<file path="config.mk">
export PLATFORM = sky130hd
export DESIGN_NAME = dsrxef_top
export DESIGN_NICKNAME = d
export VERILOG_FILES = /design/src/rtl/dsrxef_pkg.sv /design/src/rtl/dsrxef_counter.sv /design/src/rtl/dsrxef_top.sv
export SDC_FILE = /design/constraint.sdc
export NUM_CORES = 1
export LEC_CHECK = 0
export CAP_MARGIN = 25
export CORE_MARGIN = 5
export CORE_UTILIZATION = 55
export DETAILED_ROUTE_END_ITERATION = 10
export DONT_BUFFER_PORTS = 1
export GPL_TIMING_DRIVEN = 0
export PLACE_DENSITY = 0.78
export SYNTH_ARGS = -nofsm -noshare
export SYNTH_HDL_FRONTEND = slang
export SYNTH_HIERARCHICAL = 1
export SYNTH_SLANG_ARGS = --single-unit
</file>
<file path="constraint.sdc">
create_clock -name mclk_i -period 3.02 [get_ports mclk_i]
set_clock_uncertainty 0.15 [all_clocks]
set_input_delay 0.604 -clock mclk_i [delete_from_list [all_inputs] [get_ports mclk_i]]
set_output_delay 0.604 -clock mclk_i [all_outputs]
set_load 0.05 [all_outputs]
</file>
<file path="src/rtl/dsrxef_pkg.sv">
// Package: offsets, field positions and codes of the receive error-count flags
package dsrxef_pkg;
  // ==========================================================
  // Register map
  localparam logic [15:0] RX_CONTROL_REGISTER_OFS = 16'h0120;
  localparam logic [15:0] RX_ERROR_COUNT_FLAGS_OFS = 16'h0126;
  localparam logic [15:0] RX_STATUS1_OFS           = 16'h0124;
  localparam logic [15:0] REG_RESET                = 16'h0000;
  // ==========================================================
  // Field positions
  localparam int FERR_SEL_LSB   = 8;
  localparam int CPAR_BIT       = 3;
  localparam int FEBE_BIT       = 2;
  localparam int PPAR_BIT       = 1;
  localparam int FERR_BIT       = 0;
  localparam int LOS_BIT        = 0;
  localparam int CNT_W          = 16;
  localparam logic [CNT_W-1:0] CNT_ZERO = 16'h0000;
  localparam logic [CNT_W-1:0] CNT_ONE  = 16'h0001;
  // ==========================================================
  // Framing error type selection
  typedef enum logic [1:0] {
    DSRXEF_SEL_OOF  = 2'h0,
    DSRXEF_SEL_MF   = 2'h1,
    DSRXEF_SEL_F    = 2'h2,
    DSRXEF_SEL_M    = 2'h3
  } dsrxef_sel_t;
endpackage : dsrxef_pkg

</file>
<file path="src/rtl/dsrxef_counter.sv">
// Saturating error counter with a synchronous clear input and a non-zero flag
`timescale 1ns/1ps
module dsrxef_counter
  import dsrxef_pkg::*;
(
  // Clock and reset
  input  wire logic             mclk_i,
  input  wire logic             rst_b_i,
  // Events
  input  wire logic             inc_i,
  input  wire logic             clr_i,
  // Status
  output logic [CNT_W-1:0]      count_o,
  output logic                  nonzero_o
);
  typedef struct packed {
    logic [CNT_W-1:0] cnt;
  } dsrxef_cnt_state_t;

  dsrxef_cnt_state_t st;
  dsrxef_cnt_state_t next_st;

  always_comb
  begin
    next_st = st;
    // Event landing with the clear is kept as a count of one
    if (clr_i)
    begin
      next_st.cnt = inc_i ? CNT_ONE : CNT_ZERO;
    end
    else if (inc_i && (st.cnt != {CNT_W{1'b1}}))
    begin
      next_st.cnt = st.cnt + CNT_ONE;
    end
  end

  always_ff @(posedge mclk_i)
  begin
    if (!rst_b_i)
      st.cnt <= CNT_ZERO;
    else
      st <= next_st;
  end

  assign count_o   = st.cnt;
  assign nonzero_o = (st.cnt != CNT_ZERO);
endmodule : dsrxef_counter

</file>
<file path="src/rtl/dsrxef_top.sv">
// Receive error-count flag register of the DS3 receive framer port
// Behaviour
// - Loss-of-signal flag follows the receive condition
// - Bit 3: C-bit parity count nonzero, M23 zero
// - Bit 2: far-end block count nonzero, M23 zero
// - Bit 1: P-bit parity count nonzero
// - Bit 0: framing error count nonzero
// - Framing event kind follows the select field
// - Select 00 OOF, 01 M+F, 10 F, 11 M
`timescale 1ns/1ps
module dsrxef_top
  import dsrxef_pkg::*;
(
  // Clock and reset
  input  wire logic             mclk_i,
  input  wire logic             rst_b_i,
  // Register port
  input  wire logic [15:0]      addr_i,
  input  wire logic [15:0]      wdata_i,
  input  wire logic             wr_i,
  input  wire logic             rd_i,
  output logic [15:0]           rdata_o,
  // Framer status and events
  input  wire logic             signal_absent_i,
  input  wire logic             m23_mode_i,
  input  wire logic             oof_start_i,
  input  wire logic             f_bit_err_i,
  input  wire logic             m_bit_err_i,
  input  wire logic             pbit_err_i,
  input  wire logic             cbit_err_i,
  input  wire logic             febe_i,
  // Count readout clears
  input  wire logic             clr_counts_i,
  // Flag outputs
  output logic                  signal_absent_flag_o,
  output logic                  cbit_parity_err_nonzero_o,
  output logic                  far_end_block_err_nonzero_o,
  output logic                  pbit_parity_err_nonzero_o,
  output logic                  framing_err_nonzero_o,
  output logic [1:0]            framing_err_type_select_o
);
  import dsrxef_pkg::*;

  // ==========================================================
  // State
  typedef struct packed {
    logic [2:0]  los_sync;
    // Bits beside the select field are stored for readback only
    logic [15:0] rx_control_register;
    logic        signal_absent_flag;
    logic        cpar;
    logic        febe;
    logic        ppar;
    logic        ferr;
    logic [15:0] rdata;
  } dsrxef_state_t;

  dsrxef_state_t st;
  dsrxef_state_t next_st;

  logic        ferr_evt;
  logic        cbit_evt;
  logic        febe_evt;
  logic        wr_ctrl;
  logic [3:0]  nz;
  logic [15:0] flags_word;
  logic [15:0] read_word;
  dsrxef_sel_t sel;

  assign sel = dsrxef_sel_t'(st.rx_control_register[FERR_SEL_LSB +: 2]);

  // ==========================================================
  // Framing event selection
  always_comb
  begin
    // decode of the two-bit select
    // Code 11 sits in the default arm so every code counts something
    case (sel)
      DSRXEF_SEL_OOF: ferr_evt = oof_start_i;
      DSRXEF_SEL_MF:  ferr_evt = f_bit_err_i | m_bit_err_i;
      DSRXEF_SEL_F:   ferr_evt = f_bit_err_i;
      default:        ferr_evt = m_bit_err_i;
    endcase
  end

  // ==========================================================
  // M23 gating of C-bit events
  // In M23 the C-bits carry stuffing, not parity or far-end
  // errors, so nothing is counted there
  assign cbit_evt = cbit_err_i & ~m23_mode_i;
  assign febe_evt = febe_i & ~m23_mode_i;

  // ==========================================================
  // Error counters
  // Counts saturate rather than wrap, so a long error burst can
  // never read back as a zero count
  dsrxef_counter u_cnt_ferr (
    .mclk_i    (mclk_i),
    .rst_b_i   (rst_b_i),
    .inc_i     (ferr_evt),
    .clr_i     (clr_counts_i),
    .count_o   (),
    .nonzero_o (nz[0])
  );
  dsrxef_counter u_cnt_ppar (
    .mclk_i    (mclk_i),
    .rst_b_i   (rst_b_i),
    .inc_i     (pbit_err_i),
    .clr_i     (clr_counts_i),
    .count_o   (),
    .nonzero_o (nz[1])
  );
  dsrxef_counter u_cnt_febe (
    .mclk_i    (mclk_i),
    .rst_b_i   (rst_b_i),
    .inc_i     (febe_evt),
    .clr_i     (clr_counts_i),
    .count_o   (),
    .nonzero_o (nz[2])
  );
  dsrxef_counter u_cnt_cpar (
    .mclk_i    (mclk_i),
    .rst_b_i   (rst_b_i),
    .inc_i     (cbit_evt),
    .clr_i     (clr_counts_i),
    .count_o   (),
    .nonzero_o (nz[3])
  );

  // ==========================================================
  // Flag word and register read decode
  always_comb
  begin
    flags_word = REG_RESET;
    flags_word[CPAR_BIT] = st.cpar;
    flags_word[FEBE_BIT] = st.febe;
    flags_word[PPAR_BIT] = st.ppar;
    flags_word[FERR_BIT] = st.ferr;
  end

  // Unmapped offsets read as zero rather than a stale word
  always_comb
  begin
    if (addr_i == RX_ERROR_COUNT_FLAGS_OFS)
      read_word = flags_word;
    else if (addr_i == RX_CONTROL_REGISTER_OFS)
      read_word = st.rx_control_register;
    else if (addr_i == RX_STATUS1_OFS)
    begin
      read_word          = REG_RESET;
      read_word[LOS_BIT] = st.signal_absent_flag;
    end
    else
      read_word = REG_RESET;
  end

  // Only the control register takes writes; the flag and status
  // words are views of live state with nothing behind them to set
  assign wr_ctrl = wr_i && (addr_i == RX_CONTROL_REGISTER_OFS);

  // ==========================================================
  // Next state
  always_comb
  begin
    next_st = st;
    // Pin is asynchronous to the framer clock; the first stage may
    // go metastable, so only stages two and three are compared and
    // a one-cycle glitch on the pin never reaches the flag
    next_st.los_sync = {st.los_sync[1:0], signal_absent_i};
    // change accepted once stages two and three agree
    if (st.los_sync[2] == st.los_sync[1])
      next_st.signal_absent_flag = st.los_sync[1];
    // Flags lag the counters a cycle so each bit leaves a flop
    // C-bit parity flag, gated in M23
    next_st.cpar = nz[3] & ~m23_mode_i;
    // far-end block flag, gated in M23
    next_st.febe = nz[2] & ~m23_mode_i;
    // P-bit parity flag in both modes
    next_st.ppar = nz[1];
    next_st.ferr = nz[0];
    // writes to the flags offset have no target
    if (wr_ctrl)
      next_st.rx_control_register = wdata_i;
    // Read data is held until the next read strobe
    if (rd_i)
      next_st.rdata = read_word;
  end

  // ==========================================================
  // State register
  always_ff @(posedge mclk_i)
  begin
    if (!rst_b_i)
    begin
      st.los_sync            <= 3'h0;
      st.rx_control_register <= REG_RESET;
      st.signal_absent_flag                 <= 1'b0;
      st.cpar                <= 1'b0;
      st.febe                <= 1'b0;
      st.ppar                <= 1'b0;
      st.ferr                <= 1'b0;
      st.rdata               <= REG_RESET;
    end
    else
      st <= next_st;
  end

  // ==========================================================
  // Outputs
  // Every output is a register bit with no logic behind the flop
  assign rdata_o                     = st.rdata;
  assign signal_absent_flag_o        = st.signal_absent_flag;
  assign cbit_parity_err_nonzero_o   = st.cpar;
  assign far_end_block_err_nonzero_o = st.febe;
  assign pbit_parity_err_nonzero_o   = st.ppar;
  assign framing_err_nonzero_o       = st.ferr;
  assign framing_err_type_select_o   =
    st.rx_control_register[FERR_SEL_LSB +: 2];
endmodule : dsrxef_top

</file>
==> qor.csv, run 1 <==
metric,value,unit
synth_cells,652,
hold_viol,0,
synth-seq-area-share,0.379,
wl_per_cell,16.7,um
syn_area_per_cell,8.43,sq um
worstMarginPinSlew,1.11,ns
coreArea,0.00977,sq mm
synth_mux_area_frac,0.00364,
maxCapViolCount,0,
place_congestion,0.893,
synthFlopType,dfxtp_1,
drive_above_1_share,0.100,
cts_resized,0,
root_buffer,clkbuf_8,
crit_required,3.16,ns
num-nets-final,716,
grt_max_degree,17,
yosysTopAreaCell,dfxtp_1,
start_util,0.562,
cp-start-kind,register,
worst-path-max-fanout,8,
synthAdderAreaFrac,0.0182,
ys_async_sr_fraction,0,
track_usage,0.226,
fp.dieH,110,um
die-area,0.0121,sq mm
syn_nets,705,
setup_tns,0,ns
fp-row-count,36,
yosys_warnings,6,
peakVddDrop,0.320,mV
grt_pass1_vias,4622,
routed_wl,13.4,mm
route.detailed.drc,0,
crit_top_cell,a21oi_1,
end_kind,register,
finalCritPeriodShare,0.872,
fill_cells,862,
grt.overflow.total,0,
cts_tree,done,
place_ws,0.241,ns
antenna_found_initial,0,
register_area,0.00208,sq mm
crit_path_max_incr_delay,0.48,ns
die_w,110,um
diodes,0,
yosys-top-cells-area,"dfxtp_1 38%, nand3_1 5.6%, or4_1 3.4%, a21oi_1 3.4%, buf_4 3.1%",
cp_slowest_cell,a21oi_1,
drt_iter0_drc,329,
cts_buffer_depth,2,
synth_top_family_by_area,simple AND/OR/NAND/NOR gates,
slew_headroom,0.255,
area_delta_synth_final,7.31,%
synth.top_cell.area_share,0.379,
crit_type,reg -> reg,
arrival,2.77,ns
hpwl,9.82,mm
drv_slew,0,
grt_pass1_wl,22.1,mm
setup_ws,0.388,ns
fmax,380,MHz
setup_viol,0,
cts_setup_buffers,0,
outcome,completed,
synthSimpleGateAreaFrac,0.309,
clkTransAtPathRegs,0.10,ns
synth_xor_area_frac,0,
vias,5052,
cts_buffers,9,
power_density,431,mW/mm^2
io_buffer_count,0,
ctsHtreeMaxLevel,3,
synth_edf_count,0,
antenna_left,0,
synth.distinct_cells,56,
rsz0062_at_grt,no,
hold_buffers,0,
period_minus_slack,2.63,ns
insertion_delay,0.37,ns
pin_count,68,
power,2.54,mW
hold_class,in -> reg,
ys_ff_latch,104,
viasPerCell,6.31,
multi_input_area,0.00300,sq mm
crit_chain,nor2b_1 -> a211oi_1 -> a21oi_1 -> nand4_1 -> or3_1 -> clkbuf_2 -> or4_1 -> a21oi_1,
synth_compound_area_frac,0.215,
p_leak,1.91,nW
cts_num_sinks,104,
drt_first_pass_iters,5,
netlist_area,0.00550,sq mm
-- final timing paths --
check / startpoint / end / slack (ns) / depth (start not counted)
max reg2reg: framing_err_type_select_o[1] / u_cnt_ferr/count_o[9] / 0.39 / 8
max: framing_err_type_select_o[1] / u_cnt_ferr/count_o[9] / 0.39 / 8
min: rst_b_i / u_cnt_febe/count_o[0] / 0.21 / 1
min reg2reg: next_st[38] / next_st[39] / 0.30 / 1
-- report_power, final --
part           total, mW  switching [mW]  internal, mW
logic              0.118          0.0696        0.0484
clock network       1.01           0.467         0.548
registers           1.41          0.0274          1.38
total               2.54           0.564          1.98
-- stage by stage --
stage	hold slack [ns]	std cells	cell area, sq um	utilization
3_3_place_gp	0.275	785	5660	0.579
6_report	0.212	801	5900	0.604
4_1_cts	0.181	801	5900	0.604
5_1_grt	0.194	801	5900	0.604
3_5_place_dp	0.281	785	5660	0.579
2_1_floorplan	0.262	652	5500	-
-- synthesized netlist by cell type (3+ instances only) --
library cell and instances:
nor2_1 18, clkbuf_1 17, nor4_1 18, nor4b_1 4, o31ai_1 16, nand4_2 3, a32oi_1 3, and2_1 6
a21boi_1 12, o211a_1 6, clkbuf_2 4, nand3_1 61, o31a_1 4, ha_1 8, o21ai_1 10, o211ai_1 18
and4_2 6, a22oi_1 3, dfxtp_1 104, and4_1 3, inv_1 26, or4_2 3, nand4_1 19, or4_1 25
nor2b_1 7, a211oi_1 7, a31oi_1 8, o21bai_1 3, buf_4 23, or3_1 17, and3_1 6, buf_6 3
o21ai_0 32, a21boi_0 18, nor3_1 18, nand2b_1 22, nand2_1 31, a21oi_1 37
-- final cells by class --
type,count,share of cell area
buffer,51,0.0541
clock buffer,10,0.0216
clock inverter,6,0.0182
inverter,26,0.0165
multi-input combinational,471,0.508
sequential,104,0.353
tap,133,0.0282
-- cells in the final DEF (no fill, tap or decap), types with 8 or more instances in the layout --
cell type	netlist	layout
dfxtp_1	104	104
nand3_1	61	61
a21oi_1	37	37
o21ai_0	32	32
nand2_1	31	31
inv_1	26	26
or4_1	25	25
buf_4	23	23
nand2b_1	22	22
nand4_1	19	19
clkbuf_1	17	18
a21boi_0	18	18
nor4_1	18	18
nor2_1	18	18
nor3_1	18	18
o211ai_1	18	18
or3_1	17	17
o31ai_1	16	16
a21boi_1	12	12
o21ai_1	10	10
clkbuf_8	0	9
a31oi_1	8	8
ha_1	8	8
-- state kept, by name (all words and copies together), names as in the netlist --
signal / count
rdata_o: 16
cbit_parity_err_nonzero_o: 1
pbit_parity_err_nonzero_o: 1
u_cnt_febe/count_o: 16
st: 15
u_cnt_ferr/count_o: 16
u_cnt_cpar/count_o: 16
framing_err_nonzero_o: 1
far_end_block_err_nonzero_o: 1
u_cnt_ppar/count_o: 16
signal_absent_flag_o: 1
next_st: 2
framing_err_type_select_o: 2
-- critical path: cells and delay by family, from the launching register on --
family / cells / cell delay (ns)
AND/OR/NAND/NOR: 4 / 1.11
AO/OA/AOI/OAI: 3 / 0.74
flip-flops: 1 / 0.38
buffers and inverters: 1 / 0.17
-- layer usage --
| metal | track usage | routed length, um | vias to the layer above |
|---|---|---|---|
| li1 | - | - | 2482 |
| met1 | 0.290 | 5930 | 2382 |
| met2 | 0.384 | 6450 | 170 |
| met3 | 0.0443 | 806 | 18 |
| met4 | 0.0668 | 204 | 0 |
| met5 | 0 | 0 | - |
-- logic make-up after synthesis --
kind of cell,after synthesis
simple gates,280
mux,2
compound gates,181
buf+inv,77
fa+ha+maj,8
flops,104
No activity file was read; power rests on OpenSTA's default activity.
==> run 2: changes to the inputs <==
Settings changed: RECOVER_POWER set to 100.
==> run 2 against run 1 <==
First-iteration DRC count fell by 6.1%. Sequential cell count stayed put. Register-to-register slack got worse by 0.02 ns. Combinational power about the same. Critical endpoint is now st[36].
==> qor.csv, run 2 (synthesis gave the netlist of run 1 again) <==
metric,value,unit,change
peakVddDrop,0.318,mV,-0.56%
wl_per_cell,16.7,um,about the same
drive_above_1_share,0.0569,,-0.0434
hold_class,in -> reg,,
hold_buffers,0,,unchanged
worst_hold_slack,0.214,ns,+0.00201 ns
clkTransAtPathRegs,0.10,ns,about the same
crit_path_max_incr_delay,0.77,ns,+0.29 ns
arrival,2.81,ns,+0.04 ns
hpwl,9.82,mm,unchanged
instances_no_fill,801,,unchanged
layout_common_cells,"104 x dfxtp_1, 61 x nand3_1, 43 x clkbuf_1, 37 x a21oi_1, 32 x o21ai_0",,
hold_viol,0,,unchanged
crit_buf_inv,2,,+1
crit_type,in -> reg,,
crit_chain,or4b_1 -> clkbuf_1 -> nor3_1 -> clkbuf_1 -> nand3_1 -> a21boi_0,,
cp-start-kind,input pin,,
die_w,110,um,unchanged
dp.cells,785,,unchanged
place_congestion,0.893,,unchanged
pin_count,68,,unchanged
rsz0062_at_grt,no,,
start_util,0.562,,unchanged
grt_pass1_vias,4622,,unchanged
routed_wl,13.4,mm,about the same
area_delta_synth_final,5.12,%,
setup_viol,0,,unchanged
p_leak,1.78,nW,-6.9%
drt_iter0_drc,309,,-6.1%
drt_first_pass_iters,5,,unchanged
diodes,0,,unchanged
num-nets-final,716,,unchanged
worstMarginPinSlew,1.16,ns,+0.0549 ns
coreArea,0.00977,sq mm,unchanged
die-area,0.0121,sq mm,unchanged
slew_headroom,0.218,,-0.0369
io_buffer_count,0,,unchanged
worst-path-max-fanout,10,,+2
crit_family,simple AND/OR/NAND/NOR gates,,
crit_required,3.16,ns,about the same
vias,5053,,+0.020%
antenna_found_initial,0,,unchanged
fp.dieH,110,um,unchanged
outcome,completed,,
fill_cells,892,,+3.5%
insertion_delay,0.37,ns,about the same
cts_num_sinks,104,,unchanged
maxCapViolCount,0,,unchanged
cts_tree,done,,
final_common_cell,dfxtp_1,,
root_buffer,clkbuf_8,,
setup_tns,0,ns,unchanged
drv_slew,0,,unchanged
cts_buffer_depth,2,,unchanged
fp-row-count,36,,unchanged
grt_max_degree,17,,unchanged
end_kind,register,,
ctsHtreeMaxLevel,3,,unchanged
antenna_left,0,,unchanged
route.detailed.drc,0,,unchanged
fmax,375,MHz,-1.2%
cp_slowest_cell,nor3_1,,
period_minus_slack,2.67,ns,+0.0328 ns
grt_pass1_wl,22.1,mm,unchanged
viasPerCell,6.31,,about the same
grt.overflow.total,0,,unchanged
cts_buffers,9,,unchanged
cts_setup_buffers,0,,unchanged
place_ws,0.241,ns,unchanged
post-route-util,0.591,,-0.0123
power_density,438,mW/mm^2,+1.7%
setup_ws,0.355,ns,-0.0328 ns
track_usage,0.226,,unchanged
finalCritPeriodShare,0.883,,+0.0109
crit_top_cell,clkbuf_1,,
cts_resized,0,,unchanged
[run 2: cell types whose count changed in the layout (fill, tap and decap cells not counted), moves of 2 or more]
cell and delta:
and2_1 -3, nor4_1 +2, a21boi_1 -10, and2_0 +3, clkbuf_2 -4, a21boi_0 +10, clkbuf_1 +25, buf_4 -20
[run 2: area by class of cell]
type / count / area [sq um] / share of cell area
Multi-Input combinational cell: 471 / 2970 / 0.513
Buffer: 51 / 231 / 0.0401
Clock buffer: 10 / 128 / 0.0221
Tap cell: 133 / 166 / 0.0288
Sequential cell: 104 / 2080 / 0.360
Clock inverter: 6 / 108 / 0.0186
Inverter: 26 / 97.6 / 0.0169
[run 2: where the power goes]
| group | switching (mW) | internal, mW |
|---|---|---|
| clock | 0.460 | 0.548 |
| combinational | 0.0690 | 0.0458 |
| sequential | 0.0272 | 1.38 |
| total | 0.557 | 1.98 |
[run 2: per-layer routing]
| layer | GRT usage | routed length (um) | vias to the layer above |
|---|---|---|---|
| li1 | - | - | 2486 |
| met2 | 0.384 | 6460 | 174 |
| met4 | 0.0668 | 180 | 0 |
| met3 | 0.0443 | 862 | 14 |
| met5 | 0 | 0 | - |
| met1 | 0.290 | 5890 | 2379 |
[run 2: per-stage QoR]
step | instance area [sq um] | power, mW
4_1_cts | 5900 | 2.57
5_1_grt | 5780 | 2.63
2_1_floorplan | 5500 | 1.53
3_5_place_dp | 5660 | 1.56
6_report | 5780 | 2.53
3_3_place_gp | 5660 | 1.56
[run 2: path summary, 6_finish.rpt]
check | startpoint | endpoint | slack [ns] | cells after the start
setup reg to reg | framing_err_type_select_o[1] | u_cnt_ferr/count_o[9] | 0.37 | 8
hold reg to reg | next_st[38] | next_st[39] | 0.31 | 1
hold / removal | rst_b_i | u_cnt_cpar/count_o[0] | 0.21 | 1
setup / recovery | addr_i[9] | st[36] | 0.35 | 6
[run 2: worst register-to-register path, cell delays in order, from the launching register on]
cell      delay, ns
dfxtp_1        0.38
nor2b_1        0.14
a211oi_1       0.07
a21oi_1        0.47
nand4_1        0.22
or3_1          0.33
clkbuf_1       0.19
or4_1          0.44
a21oi_1        0.19
==> run 3: changes to the inputs <==
Settings changed: ABC_AREA set to 1.
==> run 3 against run 2 <==
Sequential cell count unchanged. Largest cell class unchanged. Power increased by 15%. Largest power group unchanged. Via count up 17%. Worst setup slack gained 0.36 ns. Area after synthesis rose by 13%. Non-clock buffer count down 6. Critical endpoint is now u_cnt_ppar/count_o[14].
==> qor.csv, run 3 <==
metric,value,unit,change
outcome,completed,,
hpwl,10.9,mm,+11%
wl_per_cell,13.3,um,-20%
grt_pass1_wl,24.5,mm,+11%
rsz0062_at_grt,no,,
synth_edf_count,0,,unchanged
register_area,0.00208,sq mm,unchanged
cp_slowest_cell,o21ai_0,,
start_util,0.566,,+0.00401
insertion_delay,0.36,ns,about the same
power.share.clock,0.431,,+0.033
route.detailed.drc,0,,unchanged
diodes,0,,unchanged
setup_ws,0.716,ns,+0.361 ns
ctsHtreeMaxLevel,3,,unchanged
place_congestion,0.966,,+8.1%
viasPerCell,5.38,,-15%
grt_pass1_vias,5200,,+13%
layout_common_cells,"231 x nand2_1, 126 x nor2_1, 108 x inv_1, 104 x dfxtp_1, 91 x nand3_1",,
root_buffer,clkbuf_16,,
drv_slew,0,,unchanged
synth.distinct_cells,31,,-45%
end_kind,register,,
synth_commonest_cells,"228 x nand2_1, 121 x nor2_1, 108 x inv_1",,
antenna_left,0,,unchanged
crit_required,3.13,ns,-0.03 ns
routed_wl,14.6,mm,+9.3%
yosys_warnings,6,,unchanged
worst_r2r_path_depth,9,,+1
finalCritPeriodShare,0.763,,-0.120
track_usage,0.224,,-0.00147
synth_cells,943,,+45%
synthFlopType,dfxtp_1,,
cts_resized,0,,unchanged
p_int,2.14,mW,+8.0%
fmax,434,MHz,+16%
coreArea,0.0109,sq mm,+12%
die_w,116,um,+5.6%
drt_iter0_drc,571,,+85%
cp-start-kind,register,,
ys_ff_latch,104,,unchanged
fp-row-count,38,,+5.6%
crit_top_cell,nor2_1,,
vias,5911,,+17%
synth.top_cell.area_share,0.336,,-0.0426
yosysMostFrequentCell,nand2_1,,
cts_buffers,9,,unchanged
syn_nets,996,,+41%
num-nets-final,1007,,+41%
power_density,448,mW/mm^2,+2.1%
power_frac_comb,0.076,,+0.031
arrival,2.41,ns,-0.40 ns
hold_viol,0,,unchanged
synth-seq-area-share,0.336,,-0.0426
fill_cells,1111,,+25%
setup_viol,0,,unchanged
cts_setup_buffers,0,,unchanged
crit_buf_inv,1,,-1
io_buffer_count,0,,unchanged
power_frac_seq,0.493,,-0.064
crit_type,reg -> reg,,
clkTransAtPathRegs,0.07,ns,-0.03 ns
cts_buffer_depth,2,,unchanged
worst-path-max-fanout,10,,unchanged
worstMarginPinSlew,0.647,ns,-0.515 ns
grt.overflow.total,0,,unchanged
switchingPower,0.785,mW,+41%
multi_input_area,0.00326,sq mm,+10%
drive_above_1_share,0.0699,,+0.0130
setup_tns,0,ns,unchanged
pin_count,68,,unchanged
hold_depth,1,,unchanged
cts_tree,done,,
yosys-top-cells-area,"dfxtp_1 34%, nand2_1 14%, nor2_1 7.3%, nand3_1 7.3%, inv_1 6.5%",,
ys_async_sr_fraction,0,,unchanged
cts_num_sinks,104,,unchanged
hold_class,in -> reg,,
maxCapViolCount,0,,unchanged
fp.dieH,116,um,+5.6%
crit_path_max_incr_delay,0.52,ns,-0.25 ns
antenna_found_initial,0,,unchanged
netlist_area,0.00619,sq mm,+13%
peakVddDrop,0.383,mV,+21%
final_common_cell,nand2_1,,
hold_buffers,0,,unchanged
cp_num_cells,9,,+3
swShare,0.269,,+0.0492
syn_area_per_cell,6.57,sq um,-22%
grt_max_degree,21,,+4
place_ws,1.01,ns,+0.774 ns
slew_headroom,0.568,,+0.350
p_leak,2.50,nW,+41%
crit_chain,ha_1 -> nand2_1 -> nor2_1 -> nand2_4 -> o21ai_0 -> nand2_2 -> buf_6 -> nor2_1 -> nor2_1,,
drt_first_pass_iters,5,,unchanged
die-area,0.0135,sq mm,+11%
yosysTopAreaCell,dfxtp_1,,
crit_family,simple AND/OR/NAND/NOR gates,,
area_delta_synth_final,5.31,%,
period_minus_slack,2.30,ns,-0.361 ns
## run 3: cell types whose count changed after synthesis, sizes merged, moves of 28 or more
| cell | previous run | this run |
|---|---|---|
| inv | 26 | 112 |
| nand3 | 61 | 92 |
| or4 | 28 | 0 |
| a21oi | 37 | 69 |
| nand2 | 31 | 248 |
| a21boi | 30 | 0 |
| nor2 | 18 | 139 |
## run 3: final timing paths
check	endpoint	slack (ns)	start
setup / recovery	u_cnt_ppar/count_o[14]	0.72	u_cnt_ppar/count_o[0]
hold / removal	far_end_block_err_nonzero_o	0.16	m23_mode_i
setup reg to reg	u_cnt_ppar/count_o[14]	0.72	u_cnt_ppar/count_o[0]
hold reg to reg	next_st[39]	0.28	next_st[38]
## run 3: kinds of logic after synthesis
family,after synthesis,synth area share
buffers and inverters,158,0.123
AOI/OAI and AO/OA,123,0.110
adders and majority gates,8,0.0162
xor gates and xnor gates,11,0.0156
and+or+nand+nor,539,0.399
DFF,104,0.336
## run 3: power by group through the flow
stage / Sequential, mW / Clock, mW / Combinational [mW]
2_1_floorplan: 1.46 / 0 / 0.181
3_3_place_gp: 1.47 / 0 / 0.224
3_5_place_dp: 1.47 / 0 / 0.227
4_1_cts: 1.44 / 1.29 / 0.229
5_1_grt: 1.44 / 1.35 / 0.255
6_report: 1.44 / 1.26 / 0.222
## run 3: layout make-up
| cell class | count | area share |
|---|---|---|
| multi-input combinational | 681 | 0.500 |
| sequential | 104 | 0.319 |
| inverter | 113 | 0.0650 |
| buffer | 45 | 0.0382 |
| clock buffer | 9 | 0.0345 |
| tap | 140 | 0.0269 |
| clock inverter | 7 | 0.0159 |
## run 3: routing by layer
metal / GRT usage / wire length (um)
met1: 0.301 / 6810
met2: 0.363 / 6660
met3: 0.0306 / 832
met4: 0.0967 / 347
met5: 0 / 0
## run 3: stage by stage
| stage | cell area [sq um] | std cells | hold WS, ns | total power [mW] | utilization |
|---|---|---|---|---|---|
| floorplan | 6190 | 943 | 0.240 | 1.64 | - |
| global placement | 6370 | 1083 | 0.249 | 1.70 | 0.582 |
| detailed placement | 6370 | 1083 | 0.263 | 1.70 | 0.582 |
| CTS | 6700 | 1099 | 0.143 | 2.96 | 0.613 |
| global route | 6520 | 1099 | 0.151 | 3.05 | 0.597 |
| finish | 6520 | 1099 | 0.157 | 2.92 | 0.597 |
